==> src/rtl/cpw_pkg.sv <==
/*
 * Constants for the single-output pulse-width modulator block: register
 * offsets, field positions, reset values and timing figures.
 * Assumes a register port with 4-bit byte addresses and 8-bit data.
 */
package cpw_pkg;

    // Register offsets on the plain register port.
    localparam logic [3:0] OFS_TB_COUNT = 4'h0;
    localparam logic [3:0] OFS_PERIOD = 4'h1;
    localparam logic [3:0] OFS_TB_CTRL = 4'h2;
    localparam logic [3:0] OFS_U1_DUTY_WR = 4'h3;
    localparam logic [3:0] OFS_U1_DUTY_ACT = 4'h4;
    localparam logic [3:0] OFS_U1_MODE = 4'h5;
    localparam logic [3:0] OFS_U2_DUTY_WR = 4'h6;
    localparam logic [3:0] OFS_U2_DUTY_ACT = 4'h7;
    localparam logic [3:0] OFS_U2_MODE = 4'h8;
    localparam logic [3:0] OFS_SHUTDOWN = 4'h9;
    localparam logic [3:0] OFS_DEADBAND = 4'hA;

    // Timebase control fields.
    localparam int TB_PRESCALE_LSB = 0;
    localparam int TB_ON_BIT = 2;
    localparam int TB_POSTSCALE_LSB = 3;
    localparam logic [7:0] TB_CTRL_MASK = 8'h7F;

    // Mode control fields.
    localparam int MODE_DUTY_LOW_LSB = 4;
    localparam logic [1:0] MODE_PWM_UPPER = 2'h3;
    localparam logic [7:0] U1_MODE_MASK = 8'hFF;
    localparam logic [7:0] U2_MODE_MASK = 8'h3F;

    // Shutdown control fields.
    localparam int SD_ACTIVE_BIT = 7;
    localparam int SD_SOURCE_LSB = 4;

    // Prescale selection codes.
    localparam logic [1:0] PSC_DIV1 = 2'h0;
    localparam logic [1:0] PSC_DIV4 = 2'h1;

    // Reset values.
    localparam logic [7:0] RST_TB_COUNT = 8'h00;
    localparam logic [7:0] RST_PERIOD = 8'hFF;
    localparam logic [7:0] RST_TB_CTRL = 8'h00;
    localparam logic [7:0] RST_DUTY = 8'h00;
    localparam logic [7:0] RST_MODE = 8'h00;
    localparam logic [7:0] RST_SHUTDOWN = 8'h00;
    localparam logic [7:0] RST_DEADBAND = 8'h00;

    // One instruction cycle lasts four oscillator periods.
    localparam int OSC_PER_INSTR = 4;
    localparam logic [1:0] Q_LAST = 2'(OSC_PER_INSTR - 1);

    localparam int NUM_UNITS = 2;

endpackage

==> src/rtl/cpw_duty_unit.sv <==
/*
 * One output unit: double-buffered 10-bit duty, duty comparison and the
 * output latch.
 * Assumes restart_i is a one-cycle pulse at each period restart and that
 * ext_cnt_i advances one step per oscillator period times the prescale.
 */
`timescale 1ns/1ps

module cpw_duty_unit (
    input wire logic ref_clk_i,
    input wire logic rst_b_i,
    input wire logic restart_i,
    input wire logic [9:0] ext_cnt_i,
    input wire logic pwm_on_i,
    input wire logic force_low_i,
    input wire logic [7:0] duty_msb_i,
    input wire logic [1:0] duty_lsb_i,
    input wire logic act_wr_i,
    input wire logic [7:0] act_wdata_i,
    output logic [7:0] act_byte_o,
    output logic pin_o
);

    logic [7:0] act_reg;
    logic [1:0] lat_reg;
    logic pin_reg;
    logic restart_d_reg;
    wire [9:0] duty_act = {act_reg, lat_reg};
    wire duty_zero = (duty_act == 10'h000);
    // A duty beyond the period never meets the count, so the pin stays high.
    wire duty_match = (duty_act == ext_cnt_i);
    wire load_duty = restart_i && pwm_on_i;
    wire cpu_load = act_wr_i && !pwm_on_i;

    always_ff @(posedge ref_clk_i or negedge rst_b_i) begin
        if (!rst_b_i) begin
            act_reg <= cpw_pkg::RST_DUTY;
            lat_reg <= 2'h0;
        end else if (load_duty) begin
            act_reg <= duty_msb_i;
            lat_reg <= duty_lsb_i;
        end else if (cpu_load) begin
            act_reg <= act_wdata_i;
        end
    end

    // The pin rises one clock after the restart, when the fresh duty is
    // already active; rising on the restart edge itself would stretch every
    // high time by one clock.
    always_ff @(posedge ref_clk_i or negedge rst_b_i) begin
        if (!rst_b_i) begin
            restart_d_reg <= 1'b0;
        end else begin
            restart_d_reg <= load_duty;
        end
    end

    // A restart takes priority over a match in the same cycle, so a new
    // period always begins from a known level.
    always_ff @(posedge ref_clk_i or negedge rst_b_i) begin
        if (!rst_b_i) begin
            pin_reg <= 1'b0;
        end else if (!pwm_on_i || force_low_i) begin
            pin_reg <= 1'b0;
        end else if (restart_d_reg) begin
            pin_reg <= !duty_zero;
        end else if (duty_match) begin
            pin_reg <= 1'b0;
        end
    end

    assign act_byte_o = act_reg;
    assign pin_o = pin_reg;

endmodule // cpw_duty_unit

==> src/rtl/cpw_pwm_top.sv <==
/*
 * Top of the single-output pulse-width modulator: register port, timebase
 * with prescaler and postscaler, shutdown control and two output units.
 * Assumes a register master that holds strobes for one cycle, never both
 * at once, and reads data in the cycle after a read strobe.
 */
// The placing of the registers and the address-and-strobe port were left to the implementer.
// Functional notes
// Period is (limit+1) x 4 x prescale oscillator periods.
// Count equal to limit clears on next increment.
// Restart sets pin, unless duty is zero.
// Restart copies buffered duty into active duty.
// Postscaler only paces timer events, not period.
// Duty is byte plus mode bits 5:4.
// High time is duty x oscillator x prescale.
// Active duty byte read-only during PWM.
// Active byte plus hidden 2-bit latch.
// Clear pin when duty equals extended count.
// Duty beyond period keeps pin high.
// Prescale factors 1, 4, 16 by 2-bit field.
// Shutdown exists on first unit only.
// Software sets period, duty, direction, timer, mode.
// Mode upper bits both one select PWM.
// Zero mode control forces output latch low.
// Timebase counts only while enabled.
`timescale 1ns/1ps

module cpw_pwm_top (
    input wire logic ref_clk_i,
    input wire logic rst_b_i,
    input wire logic [3:0] addr_i,
    input wire logic [7:0] wr_data_i,
    input wire logic wr_en_i,
    input wire logic rd_en_i,
    input wire logic shutdown_req_i,
    output logic [7:0] rd_data_o,
    output logic pwm_pin1_o,
    output logic pwm_pin2_o,
    output logic tb_event_o
);

    // Register state.
    logic [7:0] tb_count_reg;
    logic [7:0] tb_count_next;
    logic [7:0] period_reg;
    logic [7:0] tb_ctrl_reg;
    logic [7:0] shutdown_reg;
    logic [7:0] shutdown_next;
    logic [7:0] deadband_reg;
    logic [7:0] duty_wr_reg [cpw_pkg::NUM_UNITS];
    logic [7:0] mode_reg [cpw_pkg::NUM_UNITS];
    logic [7:0] rd_data_reg;
    logic [7:0] rd_data_next;

    // Timebase state.
    logic [1:0] q_reg;
    logic [3:0] psc_reg;
    logic [3:0] psc_next;
    logic [3:0] post_reg;
    logic [3:0] post_next;
    logic tb_event_reg;

    // Per-unit results.
    logic [7:0] act_byte [cpw_pkg::NUM_UNITS];
    logic pin_out [cpw_pkg::NUM_UNITS];
    logic pwm_on [cpw_pkg::NUM_UNITS];
    logic act_wr [cpw_pkg::NUM_UNITS];
    logic duty_wr_hit [cpw_pkg::NUM_UNITS];
    logic mode_wr_hit [cpw_pkg::NUM_UNITS];

    // Address decode.
    wire wr_tb_count = wr_en_i && (addr_i == cpw_pkg::OFS_TB_COUNT);
    wire wr_period = wr_en_i && (addr_i == cpw_pkg::OFS_PERIOD);
    wire wr_tb_ctrl = wr_en_i && (addr_i == cpw_pkg::OFS_TB_CTRL);
    wire wr_shutdown = wr_en_i && (addr_i == cpw_pkg::OFS_SHUTDOWN);
    wire wr_deadband = wr_en_i && (addr_i == cpw_pkg::OFS_DEADBAND);

    assign duty_wr_hit[0] = wr_en_i && (addr_i == cpw_pkg::OFS_U1_DUTY_WR);
    assign duty_wr_hit[1] = wr_en_i && (addr_i == cpw_pkg::OFS_U2_DUTY_WR);
    assign mode_wr_hit[0] = wr_en_i && (addr_i == cpw_pkg::OFS_U1_MODE);
    assign mode_wr_hit[1] = wr_en_i && (addr_i == cpw_pkg::OFS_U2_MODE);
    assign act_wr[0] = wr_en_i && (addr_i == cpw_pkg::OFS_U1_DUTY_ACT);
    assign act_wr[1] = wr_en_i && (addr_i == cpw_pkg::OFS_U2_DUTY_ACT);

    // Timebase control fields.
    wire [1:0] psc_sel = tb_ctrl_reg[cpw_pkg::TB_PRESCALE_LSB +: 2];
    wire tb_on = tb_ctrl_reg[cpw_pkg::TB_ON_BIT];
    wire [3:0] post_sel = tb_ctrl_reg[cpw_pkg::TB_POSTSCALE_LSB +: 4];

    // One instruction cycle ends every fourth oscillator period.
    wire instr_end = (q_reg == cpw_pkg::Q_LAST);

    // Prescaler outputs a tick once per 1, 4 or 16 instruction cycles.
    wire psc_full4 = (psc_reg[1:0] == 2'h3);
    wire psc_full16 = (psc_reg == 4'hF);
    wire psc_done = (psc_sel == cpw_pkg::PSC_DIV1) ? 1'b1 :
                    (psc_sel == cpw_pkg::PSC_DIV4) ? psc_full4 : psc_full16;
    wire tb_tick = tb_on && instr_end && psc_done;

    // Period restart when the count has reached the limit at a tick.
    wire at_limit = (tb_count_reg == period_reg);
    wire restart = tb_tick && at_limit;

    // Two low count bits below the 8-bit count give a resolution of one oscillator period times the prescale.
    wire [1:0] ext_low = (psc_sel == cpw_pkg::PSC_DIV1) ? q_reg :
                         (psc_sel == cpw_pkg::PSC_DIV4) ? psc_reg[1:0] :
                         psc_reg[3:2];
    wire [9:0] ext_cnt = {tb_count_reg, ext_low};

    // Shutdown is armed when any source bit is set.
    wire sd_armed = (shutdown_reg[cpw_pkg::SD_SOURCE_LSB +: 3] != 3'h0);
    wire sd_event = sd_armed && shutdown_req_i;
    wire sd_active = shutdown_reg[cpw_pkg::SD_ACTIVE_BIT];

    // The postscaler divides the period events only.
    wire post_wrap = (post_reg == post_sel);

    // Oscillator phase within an instruction cycle always runs.
    always_ff @(posedge ref_clk_i or negedge rst_b_i) begin
        if (!rst_b_i) begin
            q_reg <= 2'h0;
        end else begin
            q_reg <= q_reg + 2'h1;
        end
    end

    // Prescaler and count restart on a count write so a new value starts
    // a whole tick.
    always_comb begin
        psc_next = psc_reg;
        if (wr_tb_count) begin
            psc_next = 4'h0;
        end else if (tb_on && instr_end) begin
            psc_next = tb_tick ? 4'h0 : psc_reg + 4'h1;
        end
    end

    always_ff @(posedge ref_clk_i or negedge rst_b_i) begin
        if (!rst_b_i) begin
            psc_reg <= 4'h0;
        end else begin
            psc_reg <= psc_next;
        end
    end

    // A software write to the count overrides the increment.
    always_comb begin
        tb_count_next = tb_count_reg;
        if (wr_tb_count) begin
            tb_count_next = wr_data_i;
        end else if (restart) begin
            tb_count_next = 8'h00;
        end else if (tb_tick) begin
            tb_count_next = tb_count_reg + 8'h01;
        end
    end

    always_ff @(posedge ref_clk_i or negedge rst_b_i) begin
        if (!rst_b_i) begin
            tb_count_reg <= cpw_pkg::RST_TB_COUNT;
        end else begin
            tb_count_reg <= tb_count_next;
        end
    end

    // Postscaler counts period restarts and emits the timer event.
    always_comb begin
        post_next = post_reg;
        if (restart) begin
            post_next = post_wrap ? 4'h0 : post_reg + 4'h1;
        end
    end

    always_ff @(posedge ref_clk_i or negedge rst_b_i) begin
        if (!rst_b_i) begin
            post_reg <= 4'h0;
            tb_event_reg <= 1'b0;
        end else begin
            post_reg <= post_next;
            tb_event_reg <= restart && post_wrap;
        end
    end

    // Plain configuration registers.
    always_ff @(posedge ref_clk_i or negedge rst_b_i) begin
        if (!rst_b_i) begin
            period_reg <= cpw_pkg::RST_PERIOD;
            tb_ctrl_reg <= cpw_pkg::RST_TB_CTRL;
            deadband_reg <= cpw_pkg::RST_DEADBAND;
        end else begin
            if (wr_period) begin
                period_reg <= wr_data_i;
            end
            if (wr_tb_ctrl) begin
                tb_ctrl_reg <= wr_data_i & cpw_pkg::TB_CTRL_MASK;
            end
            if (wr_deadband) begin
                deadband_reg <= wr_data_i;
            end
        end
    end

    // The hardware event sets the active bit and wins over a clearing write.
    always_comb begin
        shutdown_next = shutdown_reg;
        if (wr_shutdown) begin
            shutdown_next = wr_data_i;
        end
        if (sd_event) begin
            shutdown_next[cpw_pkg::SD_ACTIVE_BIT] = 1'b1;
        end
    end

    always_ff @(posedge ref_clk_i or negedge rst_b_i) begin
        if (!rst_b_i) begin
            shutdown_reg <= cpw_pkg::RST_SHUTDOWN;
        end else begin
            shutdown_reg <= shutdown_next;
        end
    end

    // Duty write bytes and mode controls for both units; the second unit
    // has no steering bits, which read as zero.
    always_ff @(posedge ref_clk_i or negedge rst_b_i) begin
        if (!rst_b_i) begin
            for (int u = 0; u < cpw_pkg::NUM_UNITS; u++) begin
                duty_wr_reg[u] <= cpw_pkg::RST_DUTY;
                mode_reg[u] <= cpw_pkg::RST_MODE;
            end
        end else begin
            for (int u = 0; u < cpw_pkg::NUM_UNITS; u++) begin
                if (duty_wr_hit[u]) begin
                    duty_wr_reg[u] <= wr_data_i;
                end
                if (mode_wr_hit[u]) begin
                    mode_reg[u] <= wr_data_i &
                        ((u == 0) ? cpw_pkg::U1_MODE_MASK : cpw_pkg::U2_MODE_MASK);
                end
            end
        end
    end

    // One output unit per channel; only the first honours shutdown.
    for (genvar g = 0; g < cpw_pkg::NUM_UNITS; g++) begin : gen_unit
        wire [1:0] mode_upper = mode_reg[g][3:2];
        wire [1:0] duty_low = mode_reg[g][cpw_pkg::MODE_DUTY_LOW_LSB +: 2];
        wire force_low = (g == 0) ? sd_active : 1'b0;

        assign pwm_on[g] = (mode_upper == cpw_pkg::MODE_PWM_UPPER);

        cpw_duty_unit u_duty (
            .ref_clk_i(ref_clk_i),
            .rst_b_i(rst_b_i),
            .restart_i(restart),
            .ext_cnt_i(ext_cnt),
            .pwm_on_i(pwm_on[g]),
            .force_low_i(force_low),
            .duty_msb_i(duty_wr_reg[g]),
            .duty_lsb_i(duty_low),
            .act_wr_i(act_wr[g]),
            .act_wdata_i(wr_data_i),
            .act_byte_o(act_byte[g]),
            .pin_o(pin_out[g])
        );
    end

    // Read data selection; unmapped offsets read as zero.
    always_comb begin
        rd_data_next = 8'h00;
        case (addr_i)
            cpw_pkg::OFS_TB_COUNT: begin
                rd_data_next = tb_count_reg;
            end
            cpw_pkg::OFS_PERIOD: begin
                rd_data_next = period_reg;
            end
            cpw_pkg::OFS_TB_CTRL: begin
                rd_data_next = tb_ctrl_reg;
            end
            cpw_pkg::OFS_U1_DUTY_WR: begin
                rd_data_next = duty_wr_reg[0];
            end
            cpw_pkg::OFS_U1_DUTY_ACT: begin
                rd_data_next = act_byte[0];
            end
            cpw_pkg::OFS_U1_MODE: begin
                rd_data_next = mode_reg[0];
            end
            cpw_pkg::OFS_U2_DUTY_WR: begin
                rd_data_next = duty_wr_reg[1];
            end
            cpw_pkg::OFS_U2_DUTY_ACT: begin
                rd_data_next = act_byte[1];
            end
            cpw_pkg::OFS_U2_MODE: begin
                rd_data_next = mode_reg[1];
            end
            cpw_pkg::OFS_SHUTDOWN: begin
                rd_data_next = shutdown_reg;
            end
            cpw_pkg::OFS_DEADBAND: begin
                rd_data_next = deadband_reg;
            end
            default: begin
                rd_data_next = 8'h00;
            end
        endcase
    end

    // Read data stand only in the cycle after the strobe.
    always_ff @(posedge ref_clk_i or negedge rst_b_i) begin
        if (!rst_b_i) begin
            rd_data_reg <= 8'h00;
        end else begin
            rd_data_reg <= rd_en_i ? rd_data_next : 8'h00;
        end
    end

    assign rd_data_o = rd_data_reg;
    assign pwm_pin1_o = pin_out[0];
    assign pwm_pin2_o = pin_out[1];
    assign tb_event_o = tb_event_reg;

endmodule // cpw_pwm_top

==> config.mk <==
export PLATFORM = sky130hd
export DESIGN_NAME = cpw_pwm_top
export DESIGN_NICKNAME = d
export VERILOG_FILES = /design/src/rtl/cpw_pkg.sv /design/src/rtl/cpw_duty_unit.sv /design/src/rtl/cpw_pwm_top.sv
export SDC_FILE = /design/constraint.sdc
export NUM_CORES = 1
export LEC_CHECK = 0
export ABC_AREA = 1
export BUFFER_PORTS_ARGS = -buffer_cell sky130_fd_sc_hd__buf_4
export CAP_MARGIN = 30
export CORE_MARGIN = 10
export CORE_UTILIZATION = 60
export DETAILED_ROUTE_END_ITERATION = 7
export GPL_TIMING_DRIVEN = 0
export PLACE_DENSITY = 0.74
export SLEW_MARGIN = 30
export SYNTH_ARGS = -nofsm -noshare
export SYNTH_HDL_FRONTEND = slang
export SYNTH_SLANG_ARGS = --single-unit
==> constraint.sdc <==
create_clock -name ref_clk_i -period 2.35 [get_ports ref_clk_i]
set_input_delay 0.47 -clock ref_clk_i [delete_from_list [all_inputs] [get_ports ref_clk_i]]
set_output_delay 0.47 -clock ref_clk_i [all_outputs]
set_load 0.005 [all_outputs]
* Word level (Yosys, flattened, before mapping)
Index checks and enable logic that the tools add are counted.
Word-level totals: flip-flop bits (word level) 112, bits of input ports 17, output and inout port bits 11
Cells by class: equality and inequality tests 21, reductions and logical operators 36, mux-type cells 25, add/subtract/negate cells 4
Operators by type and width (number):
- 8-bit one-hot mux with 11 select lines | 1
- 8-bit 2-to-1 mux | 9
- 10-bit equality test | 2
- 1-bit logical AND | 20
- 10-bit zero test | 2
- 4-bit by 3-bit equality test with 1-bit output (second input constant) | 4
- 4-bit equality test (second input constant) | 4
- 4-bit 2-to-1 mux | 4
- 1-bit 2-to-1 mux | 9
- 3-bit nonzero test | 3
- 4-bit by 1-bit adder with 4-bit output (second input constant) | 2
- 8-bit by 1-bit adder with 8-bit output (second input constant) | 1
- 2-bit equality test (second input constant) | 4
- 4-bit by 2-bit equality test with 1-bit output (second input constant) | 2
- 8-bit equality test | 1
- 2-bit nonzero test | 4
- 4-bit by 1-bit equality test with 1-bit output (second input constant) | 1
- 4-bit equality test | 1
- 1-bit zero test | 4
- 4-bit zero test | 1
- 2-bit 2-to-1 mux | 2
- 3-bit inequality test (second input constant) | 1
- 2-bit by 1-bit adder with 2-bit output (second input constant) | 1
- 2-bit by 1-bit equality test with 1-bit output (second input constant) | 1
- 2 further kinds | 2

* Depth between registers and ports, before layout
Gate-level depths: netlist (run 1).
word-level depth 7, depth in mapped cells 12, mapped depth without buffers 11

* Hierarchy
A second synthesis (run 1) with hierarchy kept.
Second synthesis, totals: cells, all modules 867, area, all modules 6493.7 um^2
Modules (own cells, without submodules):
- cpw_pwm_top | area each 4937.2 um^2, cells an instance 673, instances 1, seq. area each 2212.1 um^2
- cpw_duty_unit | area each 778.2 um^2, cells an instance 97, instances 2, seq. area each 300.3 um^2

* Least setup slack after synthesis (run 1)
OpenSTA, ideal clock, no wires.
path type in2reg, from input addr_i[2], to register tb_count_reg[5], library setup time 119 ps, stages 9, setup slack 826 ps, data arrival time 1406 ps, data required time 2231 ps, cells stage by stage nor2_2 -> nand2_1 -> nor2_2 -> inv_2 -> nand2_2 -> buf_4 -> o22ai_1 -> inv_1 -> nand2_1
On the way: word-level cells in the longest chain between the ends 3
RTL lines:
- from (decl) | RTL line cpw_pwm_top.sv:31 | input wire logic [3:0] addr_i,
- 4-bit zero test * | RTL line cpw_pwm_top.sv:72 | wire wr_tb_count = wr_en_i && (addr_i == cpw_pkg::OFS_TB_COUNT);
- 1-bit logical AND * | RTL line cpw_pwm_top.sv:72
- 3-bit nonzero test (no source line) or 8-bit 2-to-1 mux (tied branches)
- to (signal assigned) | RTL line cpw_pwm_top.sv:160 | tb_count_reg <= cpw_pkg::RST_TB_COUNT;
- to (signal assigned) | RTL line cpw_pwm_top.sv:162 | tb_count_reg <= tb_count_next;
- to (decl) | RTL line cpw_pwm_top.sv:43 | logic [7:0] tb_count_reg;
Mark *: on every way between the ends. The rest lies on a longest branch, timed or not. A chain may end at the register's enable or synchronous reset.

* Final worst setup path (run 1)
from register tb_count_reg[3], to register tb_count_reg[5]
On the way: word-level cells in the longest chain between the ends 4
RTL lines:
- 8-bit by 1-bit adder with 8-bit output or 8-bit equality test (tied branches) | RTL line cpw_pwm_top.sv:154, cpw_pwm_top.sv:101
- 8-bit 2-to-1 mux or 1-bit logical AND (tied branches) | RTL line cpw_pwm_top.sv:153, cpw_pwm_top.sv:102
- 8-bit 2-to-1 mux | RTL line cpw_pwm_top.sv:151 | end else if (restart) begin
- 8-bit 2-to-1 mux | RTL line cpw_pwm_top.sv:149 | if (wr_tb_count) begin
Parallel ways exist; a longest one is shown, timed or not. The select of a mux whose other input is x is not followed.

==> metrics.txt, run 1 <==
number of antenna violations at the first check in global routing=0; PD cells=845 mW/mm2; Post-Layout Cell Count=924; DRT Pass-1 Iters=6; final period utilization=between 70 and 80%; Core Region=a little under 0.01 mm2; Lkg Pwr=3.23 nW; via count=5,328; cell row count=36; vias in the first global route=between 5k and 6k; # clock sinks=approximately 110; cell with the most instances after synthesis=nand2_1; Arrival @ worst endpoint=2.17 ns; Reg area=~0.0028 mm2; routability-driven placement congestion ratio=about 0.96; share of cells above drive strength 1=13.3%; Worst setup SP type=flop; diode count=0; area delta synth->final=9.86%; clk buf depth=2; Die Height=119 um; number of hold buffers added after CTS=0; Syn Std Cell Area=between 0.005 and 0.006 mm2; Post-synth EDFFs=0; number of I/O port buffers=26; Yosys top cell by area=dfrtp_1; Max IR drop VDD=approximately 0.0007 V; final slew viol count=0; final core utilization=between 60% and 70%; die area=~0.014 mm2; dpl hpwl=12.7 mm; Clock Pin Slew Worst Setup and Hold Paths=roughly 0.11 ns; DR iter-0 viols=600; Main synth FF type=dfrtp_1; final hold vios=0; CTS tree=done; top cells by count, synth=nand2_1 (234), dfrtp_1 (104), inv_1 (61), nand3_1 (53), o21ai_1 (46); global route hottest layer=met2; post-synthesis register bit count=roughly 110; pin count of the biggest net entering global routing=around 110; crit path capture type=flop; RSZ-0062 raised after global routing=no; Crit Path Category=flop to flop; fin nets=slightly above 800; first-pass GRT wire length=~28 mm; area of the multi-input gates=0.00264 mm2; DRC errors left=0; CTS Buf Count=9; top cells by area, synth=dfrtp_1 (44%), nand2_1 (15%), nand3_1 (4.5%); GRT Util Overall=24.9%; drt via density=5.77; fillers=between 800 and 900; max cap viols=0; Clock Skews=between 0.01 and 0.015 ns; placed cell count=between 900 and 1k; Clock H-tree levels=3; syn avg cell area=around 7.9 um2; Ys Warns=0; M1 GR Usage=34.1%; Setup TNS=0 ns; met3 Resource Use GR=5.34%; Synth top area share=between 40% and 50%; Worst Max-Slew Pin Slew=between 0.8 and 0.9 ns; async set-reset flop share out of synthesis=100%; met2 Track Usage GR=37.8%; hold crit path type=input port to async pin; clock root cell=clkbuf_8; clk_lat worst skew=about 0.4 ns; remaining global-route overflow=0; required time of the critical path=approximately 2.7 ns; Top Ports=28; final WL=about 17 mm; sequential area share after synthesis=around 48%; routed length per placed instance=roughly 19 um; Fmax=536 MHz; minimum clock period after layout=between 1.5 and 2 ns; final hold slack=0.161 ns; status=completed; count of different cell masters after synthesis=38; Max FO, Critical Path=10; post-route ant nets=0; die width=around 120 um; Mapped Nets=770; Post-CTS Resized=0; final setup fails=0; Slew headroom=around 42%; setup repair bufs after CTS=0; Cells after Synth=749; Initial Util=roughly three fifths
-- layout by cell type, fill, tap and decap left out, types with 7 or more instances in the layout --
| master | netlist | final |
|---|---|---|
| nand2_1 | 234 | 234 |
| dfrtp_1 | 104 | 104 |
| inv_1 | 61 | 61 |
| nand3_1 | 53 | 53 |
| o21ai_1 | 46 | 46 |
| nor2_1 | 40 | 40 |
| o21ai_0 | 39 | 39 |
| nand4_1 | 32 | 32 |
| buf_4 | 4 | 29 |
| inv_2 | 26 | 26 |
| xnor2_1 | 16 | 16 |
| xor2_1 | 15 | 15 |
| clkbuf_8 | 0 | 11 |
| o22ai_1 | 10 | 10 |
| dfstp_2 | 8 | 8 |
| buf_2 | 7 | 7 |
-- kinds of logic after synthesis --
logic type	share of synthesized area, %
AND/OR/NAND/NOR	29.7
flip-flops	47.8
AO/OA/AOI/OAI	9.67
buffers and inverters	7.37
XOR/XNOR	4.61
adder cells (fa/ha/maj)	0.850
-- path summary, 6_finish.rpt --
| kind | cells after the start | slack [ns] | end | start |
|---|---|---|---|---|
| min in group ref_clk_i | 3 | 0.29 | gen_unit[0].u_duty.act_byte_o[3] | wr_data_i[3] |
| max reg2reg | 10 | 0.49 | tb_count_reg[5] | tb_count_reg[3] |
| max in group asynchronous | 1 | 1.57 | psc_reg[3] | rst_b_i |
| max | 10 | 0.49 | tb_count_reg[5] | tb_count_reg[3] |
| min | 1 | 0.16 | deadband_reg[3] | rst_b_i |
| min reg2reg | 1 | 0.46 | q_reg[0] | q_reg[0] |
-- worst max-delay path: stages, from the launching register on --
cell and delay, ns:
dfrtp_1 0.55, inv_2 0.14, nand2_1 0.08, nand2_1 0.05, nor2_1 0.10, nand2_1 0.14, nor2_8 0.23, nand2_4 0.12
buf_6 0.17, nand4_1 0.09, nand2_1 0.07
-- area by class of cell --
cell class	instances	area share, %
inverter	88	5.12
sequential	112	43.5
clock buffer	10	2.13
multi-input combinational	530	40.8
tap	133	2.57
timing repair buffer	26	3.11
clock inverter	6	1.16
buffer	19	1.59
-- power by group --
group / total (mW) / internal, mW / switching, mW
clock network: 1.24 / 0.539 / 0.700
logic: 1.49 / 0.585 / 0.908
registers: 2.74 / 2.33 / 0.412
total: 5.47 / 3.45 / 2.02
-- layer usage --
layer / up-vias / share of wire [%]
li1: 2514 / -
met1: 2529 / 43
met2: 250 / 45
met3: 35 / 9.4
met4: 0 / 2.8
met5: - / 0
-- metrics by stage --
stage | power (mW) | cell area, um2 | setup slack (ns)
3_5_place_dp | 4.24 | 6250 | 0.344
2_1_floorplan | 3.71 | 5890 | 0.826
5_1_grt | 5.79 | 6470 | 0.387
3_3_place_gp | 4.18 | 6250 | 0.350
4_1_cts | 5.46 | 6470 | 0.550
6_report | 5.47 | 6470 | 0.486
No activity file was read; power rests on OpenSTA's default activity.
==> inputs of run 2 (changes only) <==
==> constraint.sdc (replaced) <==
create_clock -name ref_clk_i -period 1.83 [get_ports ref_clk_i]
set_input_delay 0.366 -clock ref_clk_i [delete_from_list [all_inputs] [get_ports ref_clk_i]]
set_output_delay 0.366 -clock ref_clk_i [all_outputs]
set_load 0.005 [all_outputs]
==> run 2 against run 1 <==
Non-clock buffer count is 3 higher. Total power is 30% higher. Sequential power is 28% higher. Die area stayed put. Via count is 0.26% lower. Global-route usage stayed put. Largest cell class unchanged. Highest routed layer unchanged.
==> metrics.txt, run 2 (synthesized netlist as in run 1, its figures left out) <==
placed cell count=908 (unchanged); Top Ports=28 (unchanged); Psw=2.63 mW (+30%); routability-driven placement congestion ratio=0.960 (unchanged); remaining global-route overflow=0 (unchanged); clk_lat worst skew=0.42 ns (about the same); Worst Max-Slew Pin Slew=0.865 ns (-0.0109 ns); # clock sinks=112 (unchanged); post-route ant nets=0 (unchanged); number of hold buffers added after CTS=0 (unchanged); Internal Power=4.47 mW (+30%); commonest non-fill, non-tap cells in the layout=nand2_1 (232), dfrtp_1 (102), inv_1 (61), nand3_1 (53), o21ai_1 (46); Max FO, Critical Path=10 (unchanged); Lkg Pwr=3.24 nW (+0.50%); CTS Buf Count=9 (unchanged); number of I/O port buffers=26 (unchanged); switching share of power=37.1% (+0.11 points); family with the most delay on the worst path=simple AND/OR/NAND/NOR gates; final hold vios=0 (unchanged); Clock power frac=22.5% (about the same); Cell Chain, Critical Path=inv_1 -> nand2_1 -> nand2_1 -> nor2_2 -> nand2_2 -> nor2_8 -> nand2_4 -> buf_6 -> nand4_1 -> nand2_1; die area=0.0142 mm2 (unchanged); minimum clock period after layout=1.73 ns (-0.131 ns); vias in the first global route=5,044 (unchanged); routed length per placed instance=18.5 um (-0.14%); DRT Pass-1 Iters=6 (unchanged); pin count of the biggest net entering global routing=113 (unchanged); Initial Util=60.8% (unchanged); Slew headroom=42.3% (+0.72 points); commonest non-fill, non-tap cell in the layout=nand2_1; GRT Util Overall=24.9% (unchanged); max cap viols=0 (unchanged); final slew viol count=0 (unchanged); final hold slack=0.0813 ns (-0.0795 ns); PD cells=1090 mW/mm2 (+29%); sequential share of power=49.6% (-0.5 points); area delta synth->final=10.6%; Max IR drop VDD=0.000896 V (+28%); final setup fails=0 (unchanged); first-pass GRT wire length=27.5 mm (unchanged); fin nets=810 (+0.37%); cell row count=36 (unchanged); hold crit path type=input port to async pin; Arrival @ worst endpoint=2.04 ns (-0.13 ns); RSZ-0062 raised after global routing=yes; Clock Pin Slew Worst Setup and Hold Paths=0.11 ns (about the same); reg-to-reg endpoint=tb_count_reg[5]; Crit Path Category=flop to flop; reg2reg path depth=10 (unchanged); Worst path slowest cell=dfstp_2; Clock Skews=0.0153 ns (+0.000916 ns); Die Height=119 um (unchanged); number of antenna violations at the first check in global routing=0 (unchanged); Setup TNS=0 ns (unchanged); CTS tree=done; required time of the critical path=2.14 ns (-0.51 ns); DRC errors left=0 (unchanged); slowest stage delay, CP=0.58 ns (+0.03 ns); diode count=0 (unchanged); Critical path buffers and inverters=2 (unchanged); die width=119 um (unchanged); final WL=17.2 mm (+0.19%); r2r setup slk=0.1 ns (-0.39 ns); dpl hpwl=12.7 mm (unchanged); via count=5,314 (-0.26%); cell mode on critical path=nand2_1; clock root cell=clkbuf_8; Crit path depth=10 (unchanged); final period utilization=94.7% (+15 points); Post-Layout Cell Count=927 (+0.32%); Core Region=0.00968 mm2 (unchanged); drt via density=5.73 (-0.59%); share of cells above drive strength 1=14.4% (+1.1 points); DR iter-0 viols=589 (-1.8%); Logic pwr share=27.9% (+0.6 points); clk buf depth=2 (unchanged); Fmax=577 MHz (+7.6%); RR Startpoint=period_reg[3]; Worst setup SP type=flop; status=completed; crit path capture type=flop; Clock H-tree levels=3 (unchanged)
## run 2: cell count changes in the layout (fill, tap and decap cells not counted), sizes merged
cell    previous run  this run
clkbuf            16        18
buf               39        40
## run 2: cell type report
type | count | area, um2
Tap cell | 133 | 166
Clock buffer | 10 | 138
Inverter | 88 | 334
Sequential cell | 112 | 2820
Buffer | 19 | 110
Clock inverter | 6 | 75.1
Timing Repair Buffer | 29 | 224
Multi-Input combinational cell | 530 | 2650
Fill cell | 866 | 3170
## run 2: worst reg2reg max path: stages (launching register included)
cell,delay (ns)
dfstp_2,0.58
inv_1,0.06
nand2_1,0.05
nand2_1,0.06
nor2_2,0.11
nand2_2,0.11
nor2_8,0.23
nand2_4,0.12
buf_6,0.16
nand4_1,0.09
nand2_1,0.07
## run 2: worst max-delay path by stage
| stage | start | end | slack, ns |
|---|---|---|---|
| 5_1_grt | tb_ctrl_reg[1] | gen_unit[0].u_duty.act_byte_o[1] | -0.009 |
| 6_report | period_reg[3] | tb_count_reg[5] | 0.1 |
| 4_1_cts | tb_count_reg[3] | tb_count_reg[5] | 0.03 |
| 3_5_place_dp | addr_i[2] | tb_count_reg[5] | -0.07 |
| 2_1_floorplan | period_reg[7] | tb_count_reg[0] | 0.31 |
| 3_3_place_gp | addr_i[2] | tb_count_reg[5] | -0.07 |
## run 2: what timing repair did
| action | 4_1_cts | 5_1_grt |
|---|---|---|
| resized for setup | 0 | 11 |
| setup endpoints to repair | 0 | 32 |
| setup buffers | 0 | 3 |
| hold endpoints to repair | 0 | 0 |
## run 2: per-stage QoR
step                power, mW  cell area (um2)  utilization, %  worst slack, ns
finish                   7.10             6520            67.3           0.0969
global route             7.50             6520            67.3         -0.00914
CTS                      7.01             6470            66.8           0.0297
detailed placement       5.44             6250            64.6          -0.0721
global placement         5.36             6250            64.5          -0.0661
floorplan                4.77             5890               -            0.311
## run 2: power groups by stage
stage	sequential [mW]	clock (mW)	combinational [mW]
5_1_grt	3.57	1.71	2.22
2_1_floorplan	3.34	0	1.42
3_5_place_dp	3.54	0	1.90
3_3_place_gp	3.53	0	1.83
6_report	3.52	1.60	1.98
4_1_cts	3.50	1.61	1.91
## run 2: metal layers
layer | global-route usage (%) | up-vias | routed length, um
met3 | 5.34 | 45 | 1480
met2 | 37.8 | 243 | 7580
met1 | 34.1 | 2505 | 7560
li1 | - | 2521 | -
met5 | 0 | - | 0
met4 | 9.47 | 0 | 555
==> inputs of run 3 (changes only) <==
--- a/config.mk
+++ b/config.mk
@@ -6,13 +6,14 @@
 export NUM_CORES = 1
 export LEC_CHECK = 0
 export ABC_AREA = 1
+export ABC_CLOCK_PERIOD_IN_PS = 1820
 export BUFFER_PORTS_ARGS = -buffer_cell sky130_fd_sc_hd__buf_4
 export CAP_MARGIN = 30
 export CORE_MARGIN = 10
 export CORE_UTILIZATION = 60
 export DETAILED_ROUTE_END_ITERATION = 7
 export GPL_TIMING_DRIVEN = 0
-export PLACE_DENSITY = 0.74
+export PLACE_DENSITY = 0.86
 export SLEW_MARGIN = 30
 export SYNTH_ARGS = -nofsm -noshare
 export SYNTH_HDL_FRONTEND = slang
==> constraint.sdc (replaced) <==
create_clock -name ref_clk_i -period 1.82 [get_ports ref_clk_i]
set_input_delay 0.364 -clock ref_clk_i [delete_from_list [all_inputs] [get_ports ref_clk_i]]
set_output_delay 0.364 -clock ref_clk_i [all_outputs]
set_load 0.005 [all_outputs]
==> run 3 against run 2 <==
Critical path depth unchanged. Sequential cell count unchanged. Fmax up 0.14%. Clock-buffer cell count up 1. Design area up 0.86%. Die area unchanged. Via count up 3.3%. Total power up 2.4%. Non-clock buffer count up 2. Critical path type unchanged. Highest routed layer unchanged.
==> metrics.txt, run 3 (synthesized netlist as in run 1, its figures left out) <==
final WL=17.5 mm (+2.1%); r2r setup slk=0.09 ns (about the same); cell row count=36 (unchanged); Place WS=-0.108 ns (-0.0357 ns); max cap viols=0 (unchanged); DRC errors left=0 (unchanged); Core Region=0.00968 mm2 (unchanged); Initial Util=60.8% (unchanged); Slew headroom=42.5% (+0.22 points); remaining global-route overflow=0 (unchanged); PD cells=1110 mW/mm2 (+1.5%); CTS Buf Count=9 (unchanged); pin count of the biggest net entering global routing=113 (unchanged); Clock Pin Slew Worst Setup and Hold Paths=0.11 ns (about the same); Die Height=119 um (unchanged); Max IR drop VDD=0.000846 V (-5.6%); crit path capture type=flop; minimum clock period after layout=1.73 ns (-0.00246 ns); final slew viol count=0 (unchanged); routed length per placed instance=18.8 um (+1.6%); Fmax=578 MHz (+0.14%); die width=119 um (unchanged); Clock Skews=0.0174 ns (+0.00215 ns); Crit Path Category=flop to flop; hold crit path type=input port to async pin; GRT Util Overall=24.6% (-0.32 points); diode count=0 (unchanged); fillers=804 (-7.2%); Post-Layout Inst Area=0.00657 mm2 (+0.86%); number of antenna violations at the first check in global routing=0 (unchanged); clk buf depth=2 (unchanged); Arrival @ worst endpoint=2.02 ns (-0.02 ns); via count=5,489 (+3.3%); clock root cell=clkbuf_8; final hold slack=0.0738 ns (-0.00743 ns); Setup TNS=0 ns (unchanged); status=completed; Worst Max-Slew Pin Slew=0.862 ns (-0.00332 ns); first-pass GRT wire length=27.4 mm (-0.35%); routability-driven placement congestion ratio=0.995 (+3.7%); final hold vios=0 (unchanged); # clock sinks=112 (unchanged); DRT Pass-1 Iters=5 (-1); required time of the critical path=2.11 ns (-0.03 ns); post-route ant nets=0 (unchanged); drt via density=5.89 (+2.7%); final setup fails=0 (unchanged); area delta synth->final=11.6%; setup ws final=0.0894 ns (-0.00754 ns); Post-Layout Cell Count=932 (+0.54%); fin nets=815 (+0.62%); Top Ports=28 (unchanged); Reg area=0.00282 mm2 (unchanged); Worst setup SP type=flop; commonest non-fill, non-tap cells in the layout=nand2_1 (232), dfrtp_1 (102), inv_1 (61), nand3_1 (52), o21ai_1 (46); share of cells above drive strength 1=14.9% (+0.54 points); die area=0.0142 mm2 (unchanged); RSZ-0062 raised after global routing=no; placed instance area=0.00625 mm2 (unchanged); Max FO, Critical Path=10 (unchanged); number of hold buffers added after CTS=0 (unchanged); clk_lat worst skew=0.40 ns (-0.02 ns); final period utilization=95.1% (+0.39 points); Clock H-tree levels=3 (unchanged); placed cell count=908 (unchanged); commonest non-fill, non-tap cell in the layout=nand2_1; vias in the first global route=5,167 (+2.4%); Lkg Pwr=3.25 nW (+0.31%); DR iter-0 viols=796 (+35%); number of I/O port buffers=26 (unchanged); area of the multi-input gates=0.00269 mm2 (+1.3%); dpl hpwl=12.6 mm (-0.57%); CTS tree=done
==> run 3: timing repair <==
item / in CTS / in global routing
hold endpoints to repair: 0 / 0
setup endpoints to repair: 0 / 32
setup buffers: 0 / 5
gates resized for setup: 0 / 11
==> run 3: metal layers <==
| metal | share of wire [%] | global-route usage [%] |
|---|---|---|
| met4 | 3.6 | 10.0 |
| met2 | 45 | 38.0 |
| met5 | 0 | 0 |
| met1 | 40 | 32.3 |
| met3 | 11 | 6.14 |
==> run 3: final timing paths <==
| path | endpoint | startpoint | cells past startpoint |
|---|---|---|---|
| hold reg to reg | q_reg[0] | q_reg[0] | 1 |
| hold / removal | mode_reg[9] | rst_b_i | 1 |
| min in group ref_clk_i | shutdown_reg[7] | shutdown_req_i | 3 |
| setup reg to reg | tb_count_reg[2] | period_reg[1] | 10 |
| setup / recovery | tb_count_reg[2] | period_reg[1] | 10 |
| max in group asynchronous | tb_count_reg[0] | rst_b_i | 1 |
==> run 3: final cells by class <==
| type | instances | area share [%] |
|---|---|---|
| Clock buffer | 11 | 2.15 |
| Buffer | 19 | 1.62 |
| Timing Repair Buffer | 31 | 3.64 |
| Multi-Input combinational cell | 533 | 40.9 |
| Inverter | 88 | 5.12 |
| Sequential cell | 112 | 42.8 |
| Tap cell | 133 | 2.53 |
| Clock inverter | 5 | 1.22 |
==> run 3: metrics by stage <==
stage	util, %	total power, mW
after detailed placement	64.6	5.47
after floorplan	-	4.79
final	67.9	7.27
after global routing	67.9	7.65
after global placement	64.5	5.34
after CTS	66.9	7.10
==> run 3: where the power goes <==
group          switching, mW  internal (mW)
clock                  0.859          0.811
combinational           1.25          0.805
sequential             0.537           3.01
total                   2.65           4.62
==> run 3: worst max-delay path, cell delays in order (launching register included) <==
cell	delay, ns
dfstp_2	0.56
inv_1	0.06
nand2_1	0.05
nand2_1	0.06
nor2_2	0.12
nand2_2	0.12
nor2_8	0.24
nand2_4	0.12
buf_6	0.16
nand4_1	0.07
nand2_1	0.06
